`src/rtl/supply_monitor_map.vh`:
```
// Offsets, field positions and timing counts of the supply monitor host.
`ifndef SUPPLY_MONITOR_MAP_VH
`define SUPPLY_MONITOR_MAP_VH

// Timing: system clock period and filter sampling clock.
`define CLK_PERIOD_NS     8
`define FILT_CLK_KHZ      125
`define FILT_WAIT_SAMPLES 3
// Filter wait in clocks: three sampling periods, rounded up.
`define FILT_WAIT_CYC ((`FILT_WAIT_SAMPLES * 1000000 + `FILT_CLK_KHZ * \
  `CLK_PERIOD_NS - 1) / (`FILT_CLK_KHZ * `CLK_PERIOD_NS))

// Device register byte offsets on the downstream port.
`define DEV_WRITE_PROTECT 8'h00
`define DEV_MON_ENABLE    8'h04
`define DEV_DETECTOR_CTRL 8'h08
`define DEV_CLOCK_MODE    8'h0C
`define DEV_MON_ONE       8'h10
`define DEV_MON_TWO       8'h14

// Device register field positions.
`define UNLOCK_BIT        3
`define SHARED_EN_BIT     7
`define DET1_EN_BIT       6
`define DET2_EN_BIT       7
`define OSC_STOP_BIT      4
`define MON_ARM_BIT       0
`define MON_BYPASS_BIT    1
`define MON_FLAG_BIT      2
`define MON_FCLK_LSB      4
`define MON_ACTION_BIT    6
`define MON_DIR_BIT       7

// Own register byte offsets on the software port.
`define REG_COMMAND       8'h00
`define REG_AUTO          8'h04
`define REG_STATUS        8'h08
`define REG_COUNT         8'h0C

// Command register fields.
`define CMD_GO_BIT        0
`define CMD_MON_BIT       1
`define CMD_DIR_BIT       2
`define CMD_BYPASS_BIT    3
`define CMD_ACTION_BIT    4
`define CMD_FCLK_LSB      5
`define CMD_KEEP_BIT      7

// Status register fields.
`define ST_BUSY_BIT       0
`define ST_DONE_BIT       1
`define ST_FLAG1_BIT      2
`define ST_FLAG2_BIT      3
`define ST_DIR1_BIT       4
`define ST_DIR2_BIT       5
`define ST_RESET_BIT      6
`define ST_ERR_BIT        7

`endif

```
`src/rtl/apb_master_port.v`:
```
// One-request APB master that carries device register accesses.
`timescale 1ns/100ps
module apb_master_port (
  input  wire        clk,      // System clock.
  input  wire        resetn,   // Synchronous reset, active low.
  input  wire        req,      // One-cycle pulse: start a transfer.
  input  wire        req_write,// Direction of the requested transfer.
  input  wire [7:0]  req_addr, // Byte address of the transfer.
  input  wire [7:0]  req_wdata,// Write data, low byte.
  output reg         done,     // One-cycle pulse: transfer finished.
  output reg  [7:0]  rdata,    // Read data captured at completion.
  output reg         err,      // Error answer captured at completion.
  output reg         m_psel,   // APB select.
  output reg         m_penable,// APB enable.
  output reg         m_pwrite, // APB direction.
  output reg  [31:0] m_paddr,  // APB address.
  output reg  [31:0] m_pwdata, // APB write data.
  input  wire        m_pready, // APB ready from the device.
  input  wire [31:0] m_prdata, // APB read data from the device.
  input  wire        m_pslverr // APB error from the device.
);

////////////////////////////////////////////////////////////////////////////
// The request is held unchanged until pready is seen in the access phase.
always @(posedge clk) begin
  if (!resetn) begin
    m_psel    <= 1'b0;
    m_penable <= 1'b0;
    m_pwrite  <= 1'b0;
    m_paddr   <= 32'h0000_0000;
    m_pwdata  <= 32'h0000_0000;
    done      <= 1'b0;
    rdata     <= 8'h00;
    err       <= 1'b0;
  end else begin
    done <= 1'b0;
    if (m_psel && m_penable && m_pready) begin
      // Completion edge: take read data and release the bus.
      m_psel    <= 1'b0;
      m_penable <= 1'b0;
      done      <= 1'b1;
      rdata     <= m_prdata[7:0];
      err       <= m_pslverr;
    end else if (m_psel) begin
      // Setup cycle is over; enter the access phase.
      m_penable <= 1'b1;
    end else if (req) begin
      // Setup cycle: address, direction and data become valid.
      m_psel   <= 1'b1;
      m_pwrite <= req_write;
      m_paddr  <= {24'h00_0000, req_addr};
      m_pwdata <= {24'h00_0000, req_wdata};
    end
  end
end

endmodule // apb_master_port

```
`src/rtl/supply_monitor_host.v`:
```
// Host controller that sets up and services two supply voltage monitors.
//
// The implementer's own choices: the APB register port and the register addresses.
`timescale 1ns/100ps
`include "supply_monitor_map.vh"
module supply_monitor_host #(
  parameter SETTLE_NS = 100000  // Detector enable-to-active time in ns.
) (
  input  wire        clk,        // System clock, 125 MHz.
  input  wire        resetn,     // Synchronous reset, active low.
  input  wire        s_psel,     // Software APB select.
  input  wire        s_penable,  // Software APB enable.
  input  wire        s_pwrite,   // Software APB direction.
  input  wire [31:0] s_paddr,    // Software APB address.
  input  wire [31:0] s_pwdata,   // Software APB write data.
  output reg         s_pready,   // Software APB ready.
  output reg  [31:0] s_prdata,   // Software APB read data.
  output reg         s_pslverr,  // Software APB error.
  output wire        m_psel,     // Device APB select.
  output wire        m_penable,  // Device APB enable.
  output wire        m_pwrite,   // Device APB direction.
  output wire [31:0] m_paddr,    // Device APB address.
  output wire [31:0] m_pwdata,   // Device APB write data.
  input  wire        m_pready,   // Device APB ready.
  input  wire [31:0] m_prdata,   // Device APB read data.
  input  wire        m_pslverr,  // Device APB error.
  input  wire        mon1_irq,   // Monitor one interrupt request level.
  input  wire        mon2_irq,   // Monitor two interrupt request level.
  input  wire        chip_reset_req // Device chip reset request level.
);

////////////////////////////////////////////////////////////////////////////
// Constants.

// Settle wait in clocks, rounded up to whole cycles.
localparam integer SETTLE_INT =
  (SETTLE_NS + `CLK_PERIOD_NS - 1) / `CLK_PERIOD_NS;
localparam integer FILT_INT = `FILT_WAIT_CYC;
// Both counts are cut to the wait counter's width on purpose.
localparam [15:0] SETTLE_CYC = SETTLE_INT[15:0];
localparam [15:0] FILT_CYC = FILT_INT[15:0];

// Sequencer states, one-hot.
localparam [3:0] S_IDLE  = 4'h1;
localparam [3:0] S_FETCH = 4'h2;
localparam [3:0] S_BUS   = 4'h4;
localparam [3:0] S_WAIT  = 4'h8;

// Kinds of sequence steps.
localparam [2:0] K_WRITE  = 3'h0;
localparam [2:0] K_READ   = 3'h1;
localparam [2:0] K_SETTLE = 3'h2;
localparam [2:0] K_FILT   = 3'h3;
localparam [2:0] K_END    = 3'h4;

////////////////////////////////////////////////////////////////////////////
// Functions.

// Assembles a monitor control byte from its fields.
function [7:0] ctl_byte;
  input       dir;
  input       act;
  input [1:0] fclk;
  input       byp;
  input       flag;
  input       arm;
  begin
    ctl_byte = 8'h00;
    ctl_byte[`MON_DIR_BIT]                 = dir;
    ctl_byte[`MON_ACTION_BIT]              = act;
    ctl_byte[`MON_FCLK_LSB+1:`MON_FCLK_LSB] = fclk;
    ctl_byte[`MON_BYPASS_BIT]              = byp;
    ctl_byte[`MON_FLAG_BIT]                = flag;
    ctl_byte[`MON_ARM_BIT]                 = arm;
  end
endfunction

////////////////////////////////////////////////////////////////////////////
// Registers and wires.

reg  [3:0]  state_r;      // Sequencer state.
reg  [3:0]  idx_r;        // Step index within the running sequence.
reg         handler_r;    // Running sequence is the crossing handler.
reg         mon_r;        // Monitor served: 0 for one, 1 for two.
reg  [7:0]  cmd_r;        // Last accepted setup command.
reg         go_r;         // Setup command waiting to start.
reg         auto_r;       // Automatic handling of crossings enabled.
reg  [1:0]  dir_r;        // Current direction of each monitor.
reg  [1:0]  act_r;        // Current action of each monitor.
reg  [1:0]  byp_r;        // Current filter bypass of each monitor.
reg  [3:0]  fclk_r;       // Filter clock select, two bits per monitor.
reg  [1:0]  det_r;        // Detectors already enabled.
reg  [1:0]  flag_r;       // Flags read back in keep mode.
reg  [1:0]  pend_r;       // Crossing interrupts awaiting the handler.
reg  [1:0]  irq_d_r;      // Previous interrupt request levels.
reg         rst_seen_r;   // Chip reset request was observed.
reg         done_r;       // Last sequence finished.
reg         err_r;        // Device answered a transfer with an error.
reg  [15:0] cnt_r;        // Wait counter.
reg  [7:0]  hcount_r;     // Handler runs completed.
reg         req_r;        // Transfer request pulse to the master port.
reg         req_wr_r;     // Direction of the transfer request.
reg  [7:0]  req_addr_r;   // Address of the transfer request.
reg  [7:0]  req_data_r;   // Data of the transfer request.
reg  [2:0]  op_kind;      // Decoded kind of the current step.
reg  [7:0]  op_addr;      // Decoded address of the current step.
reg  [7:0]  op_data;      // Decoded data of the current step.
wire        m_done;       // Transfer finished pulse.
wire [7:0]  m_rdata;      // Captured device read data.
wire        m_err;        // Captured device error answer.
wire        s_acc;        // Software access phase, first cycle.
wire        s_wr;         // Software write takes effect.
wire [1:0]  irq_rise;     // Rising edge of each interrupt request.
wire [7:0]  mon_addr;     // Control register of the served monitor.
wire        cur_dir;      // Direction of the served monitor.
wire        cur_act;      // Action of the served monitor.
wire        cur_byp;      // Bypass of the served monitor.
wire [1:0]  cur_fclk;     // Filter clock of the served monitor.

assign s_acc    = s_psel && s_penable && !s_pready;
assign s_wr     = s_acc && s_pwrite;
assign irq_rise = {mon2_irq, mon1_irq} & ~irq_d_r;
assign mon_addr = mon_r ? `DEV_MON_TWO : `DEV_MON_ONE;
assign cur_dir  = dir_r[mon_r];
assign cur_act  = act_r[mon_r];
assign cur_byp  = byp_r[mon_r];
assign cur_fclk = mon_r ? fclk_r[3:2] : fclk_r[1:0];

////////////////////////////////////////////////////////////////////////////
// Step decoder: what each step of the running sequence does.
always @* begin
  op_kind = K_END;
  op_addr = `DEV_WRITE_PROTECT;
  op_data = 8'h00;
  if (!handler_r) begin
    case (idx_r)
      4'd0: begin
        // Open the protect gate for the monitor registers.
        op_kind = K_WRITE;
        op_data[`UNLOCK_BIT] = 1'b1;
      end
      4'd1: begin
        op_kind = K_WRITE;
        op_addr = `DEV_MON_ENABLE;
        op_data[`SHARED_EN_BIT] = 1'b1;
      end
      4'd2: begin
        op_kind = K_WRITE;
        op_addr = `DEV_DETECTOR_CTRL;
        op_data[`DET1_EN_BIT] = det_r[0] | !mon_r;
        op_data[`DET2_EN_BIT] = det_r[1] | mon_r;
      end
      4'd3: begin
        op_kind = K_SETTLE;
      end
      4'd4: begin
        // All four selections (direction, action, filter clock, bypass) go in one store while disarmed.
        op_kind = K_WRITE;
        op_addr = mon_addr;
        op_data = ctl_byte(cur_dir, cur_act, cur_fclk, cur_byp,
                           1'b1, 1'b0);
      end
      4'd5: begin
        op_kind = K_WRITE;
        op_addr = mon_addr;
        op_data = ctl_byte(cur_dir, cur_act, cur_fclk, cur_byp,
                           1'b0, 1'b0);
      end
      4'd6: begin
        // Whole clock mode byte written with the stop bit low.
        op_kind = K_WRITE;
        op_addr = `DEV_CLOCK_MODE;
        op_data[`OSC_STOP_BIT] = 1'b0;
      end
      4'd7: begin
        op_kind = cur_byp ? K_READ : K_FILT;
        op_addr = mon_addr;
        if (cur_byp) begin
          // No wait needed: a harmless read stands in for it.
          op_kind = K_READ;
        end
      end
      4'd8: begin
        op_kind = K_WRITE;
        op_addr = mon_addr;
        op_data = ctl_byte(cur_dir, cur_act, cur_fclk, cur_byp,
                           1'b1, 1'b1);
      end
      4'd9: begin
        op_addr = mon_addr;
        if (cmd_r[`CMD_KEEP_BIT]) begin
          op_kind = K_READ;
        end else begin
          op_kind = K_WRITE;
          op_data = ctl_byte(cur_dir, cur_act, cur_fclk, cur_byp,
                             1'b0, 1'b1);
        end
      end
      4'd10: begin
        op_kind = K_WRITE;
      end
      default: begin
        op_kind = K_END;
      end
    endcase
  end else begin
    // Crossing handler; dir_r already holds the flipped direction.
    case (idx_r)
      4'd0: begin
        op_kind = K_WRITE;
        op_data[`UNLOCK_BIT] = 1'b1;
      end
      4'd1: begin
        op_kind = K_WRITE;
        op_addr = mon_addr;
        op_data = ctl_byte(!cur_dir, cur_act, cur_fclk, cur_byp,
                           1'b1, 1'b0);
      end
      4'd2: begin
        op_kind = K_WRITE;
        op_addr = mon_addr;
        op_data = ctl_byte(cur_dir, cur_act, cur_fclk, cur_byp,
                           1'b1, 1'b0);
      end
      4'd3: begin
        op_kind = K_WRITE;
        op_addr = mon_addr;
        op_data = ctl_byte(cur_dir, cur_act, cur_fclk, cur_byp,
                           1'b0, 1'b0);
      end
      4'd4: begin
        op_kind = K_WRITE;
        op_addr = mon_addr;
        op_data = ctl_byte(cur_dir, cur_act, cur_fclk, cur_byp,
                           1'b0, 1'b1);
      end
      4'd5: begin
        op_kind = K_WRITE;
      end
      default: begin
        op_kind = K_END;
      end
    endcase
  end
end

////////////////////////////////////////////////////////////////////////////
// Sequencer: issues steps, waits, and starts setups or handler runs.
always @(posedge clk) begin
  if (!resetn) begin
    state_r    <= S_IDLE;
    idx_r      <= 4'h0;
    handler_r  <= 1'b0;
    mon_r      <= 1'b0;
    dir_r      <= 2'b00;
    act_r      <= 2'b00;
    byp_r      <= 2'b00;
    fclk_r     <= 4'h0;
    det_r      <= 2'b00;
    flag_r     <= 2'b00;
    done_r     <= 1'b0;
    err_r      <= 1'b0;
    cnt_r      <= 16'h0000;
    hcount_r   <= 8'h00;
    req_r      <= 1'b0;
    req_wr_r   <= 1'b0;
    req_addr_r <= 8'h00;
    req_data_r <= 8'h00;
  end else begin
    req_r <= 1'b0;
    case (state_r)
      S_IDLE: begin
        if (auto_r && pend_r != 2'b00) begin
          // A crossing waits: serve monitor one first, flip direction.
          mon_r     <= !pend_r[0];
          handler_r <= 1'b1;
          idx_r     <= 4'h0;
          done_r    <= 1'b0;
          if (pend_r[0]) begin
            dir_r[0] <= !dir_r[0];
          end else begin
            dir_r[1] <= !dir_r[1];
          end
          state_r <= S_FETCH;
        end else if (go_r) begin
          // Capture the command fields for the chosen monitor.
          mon_r     <= cmd_r[`CMD_MON_BIT];
          handler_r <= 1'b0;
          idx_r     <= 4'h0;
          done_r    <= 1'b0;
          dir_r[cmd_r[`CMD_MON_BIT]] <= cmd_r[`CMD_DIR_BIT] |
                                        cmd_r[`CMD_ACTION_BIT];
          act_r[cmd_r[`CMD_MON_BIT]] <= cmd_r[`CMD_ACTION_BIT];
          byp_r[cmd_r[`CMD_MON_BIT]] <= cmd_r[`CMD_BYPASS_BIT];
          if (cmd_r[`CMD_MON_BIT]) begin
            fclk_r[3:2] <= cmd_r[`CMD_FCLK_LSB+1:`CMD_FCLK_LSB];
          end else begin
            fclk_r[1:0] <= cmd_r[`CMD_FCLK_LSB+1:`CMD_FCLK_LSB];
          end
          state_r <= S_FETCH;
        end
      end
      S_FETCH: begin
        if (op_kind == K_WRITE || op_kind == K_READ) begin
          req_r      <= 1'b1;
          req_wr_r   <= (op_kind == K_WRITE);
          req_addr_r <= op_addr;
          req_data_r <= op_data;
          state_r    <= S_BUS;
        end else if (op_kind == K_SETTLE) begin
          cnt_r   <= SETTLE_CYC;
          state_r <= S_WAIT;
        end else if (op_kind == K_FILT) begin
          cnt_r   <= FILT_CYC;
          state_r <= S_WAIT;
        end else begin
          // End of sequence.
          if (handler_r) begin
            hcount_r <= hcount_r + 8'h01;
          end else begin
            det_r[mon_r] <= 1'b1;
          end
          done_r  <= 1'b1;
          state_r <= S_IDLE;
        end
      end
      S_BUS: begin
        if (m_done) begin
          if (m_err) begin
            err_r <= 1'b1;
          end
          if (!handler_r && idx_r == 4'd9 && !req_wr_r) begin
            flag_r[mon_r] <= m_rdata[`MON_FLAG_BIT];
          end
          idx_r   <= idx_r + 4'h1;
          state_r <= S_FETCH;
        end
      end
      S_WAIT: begin
        if (cnt_r <= 16'h0001) begin
          idx_r   <= idx_r + 4'h1;
          state_r <= S_FETCH;
        end else begin
          cnt_r <= cnt_r - 16'h0001;
        end
      end
      default: begin
        state_r <= S_IDLE;
      end
    endcase
  end
end

////////////////////////////////////////////////////////////////////////////
// Software registers, event capture and the software APB answer.
always @(posedge clk) begin
  if (!resetn) begin
    cmd_r      <= 8'h00;
    go_r       <= 1'b0;
    auto_r     <= 1'b0;
    pend_r     <= 2'b00;
    irq_d_r    <= 2'b00;
    rst_seen_r <= 1'b0;
    s_pready   <= 1'b0;
    s_prdata   <= 32'h0000_0000;
    s_pslverr  <= 1'b0;
  end else begin
    irq_d_r  <= {mon2_irq, mon1_irq};
    s_pready <= s_acc;
    // Crossings from armed interrupt monitors queue a handler run.
    if (state_r == S_IDLE && auto_r && pend_r != 2'b00) begin
      // Only the served monitor's pending bit is dropped; new rises win.
      pend_r <= (pend_r & {pend_r[0], !pend_r[0]}) | irq_rise;
    end else begin
      pend_r <= pend_r | irq_rise;
    end
    if (state_r == S_IDLE && go_r && !(auto_r && pend_r != 2'b00)) begin
      go_r <= 1'b0;
    end
    // Reset request: write 1 clears, but a new request wins.
    if (chip_reset_req) begin
      rst_seen_r <= 1'b1;
    end else if (s_wr && s_paddr[7:0] == `REG_STATUS &&
                 s_pwdata[`ST_RESET_BIT]) begin
      rst_seen_r <= 1'b0;
    end
    if (s_wr && s_paddr[7:0] == `REG_COMMAND &&
        s_pwdata[`CMD_GO_BIT] && !go_r && state_r == S_IDLE) begin
      // Commands arriving while busy are ignored.
      cmd_r <= s_pwdata[7:0];
      go_r  <= 1'b1;
    end
    if (s_wr && s_paddr[7:0] == `REG_AUTO) begin
      auto_r <= s_pwdata[0];
    end
    if (s_acc) begin
      s_pslverr <= 1'b0;
      s_prdata  <= 32'h0000_0000;
      case (s_paddr[7:0])
        `REG_COMMAND: s_prdata <= {24'h00_0000, cmd_r};
        `REG_AUTO:    s_prdata <= {31'h0000_0000, auto_r};
        `REG_STATUS: begin
          s_prdata <= {24'h00_0000, err_r, rst_seen_r, dir_r, flag_r,
                       done_r, (state_r != S_IDLE) | go_r};
        end
        `REG_COUNT:   s_prdata <= {24'h00_0000, hcount_r};
        default:      s_pslverr <= 1'b1;
      endcase
    end
  end
end

////////////////////////////////////////////////////////////////////////////
// Downstream port to the device registers.
apb_master_port u_port (
  .clk       (clk),
  .resetn    (resetn),
  .req       (req_r),
  .req_write (req_wr_r),
  .req_addr  (req_addr_r),
  .req_wdata (req_data_r),
  .done      (m_done),
  .rdata     (m_rdata),
  .err       (m_err),
  .m_psel    (m_psel),
  .m_penable (m_penable),
  .m_pwrite  (m_pwrite),
  .m_paddr   (m_paddr),
  .m_pwdata  (m_pwdata),
  .m_pready  (m_pready),
  .m_prdata  (m_prdata),
  .m_pslverr (m_pslverr)
);

endmodule // supply_monitor_host

```
`config.mk`:
```
export PLATFORM = sky130hd
export DESIGN_NAME = supply_monitor_host
export DESIGN_NICKNAME = d
export VERILOG_FILES = /design/src/rtl/apb_master_port.v /design/src/rtl/supply_monitor_host.v
export VERILOG_INCLUDE_DIRS = /design/src /design/src/rtl
export SDC_FILE = /design/constraint.sdc
export NUM_CORES = 1
export LEC_CHECK = 0
export BUFFER_PORTS_ARGS = -buffer_cell sky130_fd_sc_hd__buf_2
export CELL_PAD_IN_SITES_DETAIL_PLACEMENT = 0
export CELL_PAD_IN_SITES_GLOBAL_PLACEMENT = 1
export CORE_ASPECT_RATIO = 0.75
export CORE_UTILIZATION = 30
export DETAILED_ROUTE_END_ITERATION = 16
export GPL_TIMING_DRIVEN = 1
export PLACE_DENSITY_LB_ADDON = 0.1
export SYNTH_ARGS = -nofsm -noshare
export SYNTH_HDL_FRONTEND = slang
export SYNTH_SLANG_ARGS = --single-unit
```
`constraint.sdc`:
```
create_clock -name clk -period 2.7 [get_ports clk]
set_input_delay 0.135 -clock clk [delete_from_list [all_inputs] [get_ports clk]]
set_output_delay 0.135 -clock clk [all_outputs]
set_load 0.02 [all_outputs]
```
==> flow_metrics.py <==
metrics = {
    "status": {
        "status": "completed",
    },
    "synth": {
        "yosysSeqAreaShare_pct": 37.05,
        "synth_edf_count": 0,
        "syn-cell-area_um2": 5673,
        "async_flop_share_pct": 0,
        "synth_cell_types": 67,
        "synth_top_flop_cell": "dfxtp_1",
        "syn_inst": 681,
        "yosys_warnings": 0,
        "syn_area_per_cell_um2": 8.330,
        "ys_ff_latch": 105,
    },
    "critical_path": {
        "r2r_setup_slack_ps": 340,
        "end_kind": "flip-flop",
        "critPathLaunchType": "flip-flop",
        "crit_path_start": "idx_r[0]",
        "crit_path_max_fanout": 17,
        "crit_required_ps": 2900,
        "crit_arrival_ps": 2560,
        "rr_startpoint": "idx_r[0]",
        "crit_type": "reg -> reg",
        "r2r_cells": 7,
    },
    "route": {
        "first_iter_violations": 295,
        "vias": 4850,
        "drc": 0,
        "via_per_inst": 4.919,
        "routedWlPerCell_um": 15.12,
        "routed_wl_um": 14910,
        "drt_first_pass_iters": 5,
        "detail-route-antenna-nets": 0,
    },
    "clock_tree": {
        "cts-htree-levels": 3,
        "numCtsBuffers": 9,
        "clockBufferDepth": 2,
        "cts_sinks": 105,
        "cts_setup_buffers": 0,
        "cts.clk_slew.worst_paths_ps": 70,
        "tritoncts": "yes",
        "holdBufCountCts": 4,
        "clk_latency_ps": 350,
        "cts-root-buf": "clkbuf_16",
        "post_cts_resize_count": 0,
    },
    "finish": {
        "drive_gt1_share_pct": 15.56,
        "area_growth_pct": 11.62,
        "layout_commonest_cell": "dfxtp_1",
        "stdcell_area_um2": 6332,
        "layout_common_cells": "dfxtp_1 (105), conb_1 (77), nor2_1 (66)",
        "instances_no_fill": 986,
        "fin_nets": 847,
        "antenna_cells": 0,
        "fillers": 2024,
    },
    "power": {
        "p_leak_nw": 2.637,
        "cellPowerDensity_nw_per_um2": 490.2,
        "peakVddDrop_uv": 257.1,
    },
    "timing": {
        "worst_pin_slew_ps": 857.8,
        "setup_violations": 0,
        "final_hold_viol_count": 0,
        "fmax_mhz": 423.4,
        "drv_slew": 0,
        "rsz0062_at_grt": "no",
        "fin_tns_setup_ps": 0,
        "slew_headroom_pct": 42.69,
        "skew_ps": 6.038,
        "fin_crit_ps": 2362,
        "finalCritPeriodShare_pct": 87.48,
        "fin_hold_ws_ps": 16.41,
    },
    "grt": {
        "grt_max_degree": 61,
        "met1_usage_pct": 22.73,
        "grtUsageTotal_pct": 15.72,
        "antenna_found_initial": 0,
        "met2_usage_pct": 23.70,
        "grt-busiest-layer": "met2",
        "grt_pass1_wl_um": 24060,
        "grt_pass1_vias": 4472,
        "grt_util_met3_pct": 3.144,
        "grt_overflow": 0,
    },
    "die": {
        "die_x_um": 160.8,
        "die_y_um": 121.1,
        "std_cell_rows": 43,
        "core_um2": 18510,
        "ioPinCount": 207,
        "initial_core_util_pct": 30.65,
        "dieArea_um2": 19470,
    },
    "hold_path": {
        "min_from": "s_pwdata[3]",
        "whs_path_depth": 3,
        "min_path_type": "in -> reg",
    },
    "place": {
        "place_inst": 966,
        "place_congestion": 0.7628,
        "portBuffers": 50,
        "place_area_um2": 5998,
        "dpl.hpwl_um": 10730,
    },
    "run": {
        "max_cap_violations": 0,
    },
}
state kept, by name, indices dropped and copies added, names as in the netlist, 2 cells and up:
register / count
u_port.m_pwdata: 8
det_r: 2
cnt_r: 16
irq_d_r: 2
byp_r: 2
u_port.m_paddr: 3
idx_r: 4
req_data_r: 8
flag_r: 2
pend_r: 2
dir_r: 2
req_addr_r: 3
hcount_r: 8
s_prdata: 8
cmd_r: 8
act_r: 2
fclk_r: 4
state_r: 4
synth_stat cells (all sizes together) (2+ instances only):
cell	n	share of area, %
dfxtp	105	37
buf	89	11
nor2	66	4.4
nand2	65	4.3
a21oi	51	4.5
o21ai	36	3.2
clkbuf	25	1.7
mux2i	25	4.4
nand3	16	1.4
inv	14	0.93
nor3	13	1.1
nor4	11	1.5
mux2	10	2.0
nand2b	10	1.1
or3	9	0.99
a211oi	7	1.0
a22o	7	1.1
a22oi	7	0.93
ha	7	1.5
o21a	6	0.79
o31ai	6	0.79
a31oi	5	0.55
and2	5	0.55
nor2b	5	0.55
nor4b	5	0.88
o2111ai	5	0.77
xnor2	5	0.77
and3	4	0.44
nand4	4	0.55
nor3b	4	0.53
o221a	4	0.79
or4	4	0.53
a21o	3	0.40
a32oi	3	0.46
and4	3	0.46
o21bai	3	0.40
o22ai	3	0.33
o311a	3	0.53
or4b	3	0.53
a2111oi	2	0.42
a211o	2	0.31
nand4b	2	0.31
o211a	2	0.35
o221ai	2	0.31
through the flow:
stage                     utilization [%]  total power [W]  worst slack (ps)
after floorplan                         -         0.001852             537.3
after global placement              32.41         0.001828             375.6
after detailed placement            32.41         0.001830             350.7
after CTS                           34.21         0.003166             333.9
after global routing                34.21         0.003242             170.5
final                               34.21         0.003104             337.9
area by class of cell:
type,instances,area (µm²),share of cell area (%)
multi-input cells,524,3077,48.59
flip-flops and latches,105,2102,33.20
clock inverters,3,23.77,0.3754
inverters,14,52.55,0.8299
repair buffers,80,498.0,7.864
well taps,247,309.0,4.880
clock buffers,13,270.3,4.268
worst paths after layout:
path                                           end
worst max-delay path                 req_data_r[7]
worst min-delay path                      cmd_r[3]
worst max register to register       req_data_r[7]
worst min register to register  u_port.m_pwdata[1]
report_power, final:
group | internal [W] | switching (W)
clock network | 0.000705 | 0.000602
logic | 0.0000516 | 0.000180
registers | 0.00156 | 0.00000882
total | 0.00231 | 0.000791
kinds of logic (layout without fill, tap and decap cells):
| group | count (synthesis) | in the layout | synth area share [%] |
|---|---|---|---|
| compound gates | 166 | 166 | 19.32 |
| xor+xnor | 5 | 5 | 0.7719 |
| fa+ha+maj | 7 | 7 | 1.544 |
| buf+inv | 128 | 110 | 13.74 |
| flops | 105 | 105 | 37.05 |
| mux | 36 | 36 | 6.793 |
| other cells | 1 | 77 | 0.06610 |
| simple gates | 233 | 233 | 20.71 |
routing by layer:
metal / up-vias / share of wire, % / wire [µm]
met5: - / 0 / 0
met4: 0 / 1.0 / 156
met3: 14 / 5.2 / 778
met2: 146 / 42 / 6214
met1: 2294 / 52 / 7764
li1: 2396 / - / -
worst max-delay path, stage by stage (launching register included):
cell and delay [ps]:
dfxtp_1 440, inv_1 90, ha_1 240, or4_1 520, o311a_1 180, and4_1 430
o21ai_0 250, a31oi_1 60
No activity file was read; power rests on OpenSTA's default activity.
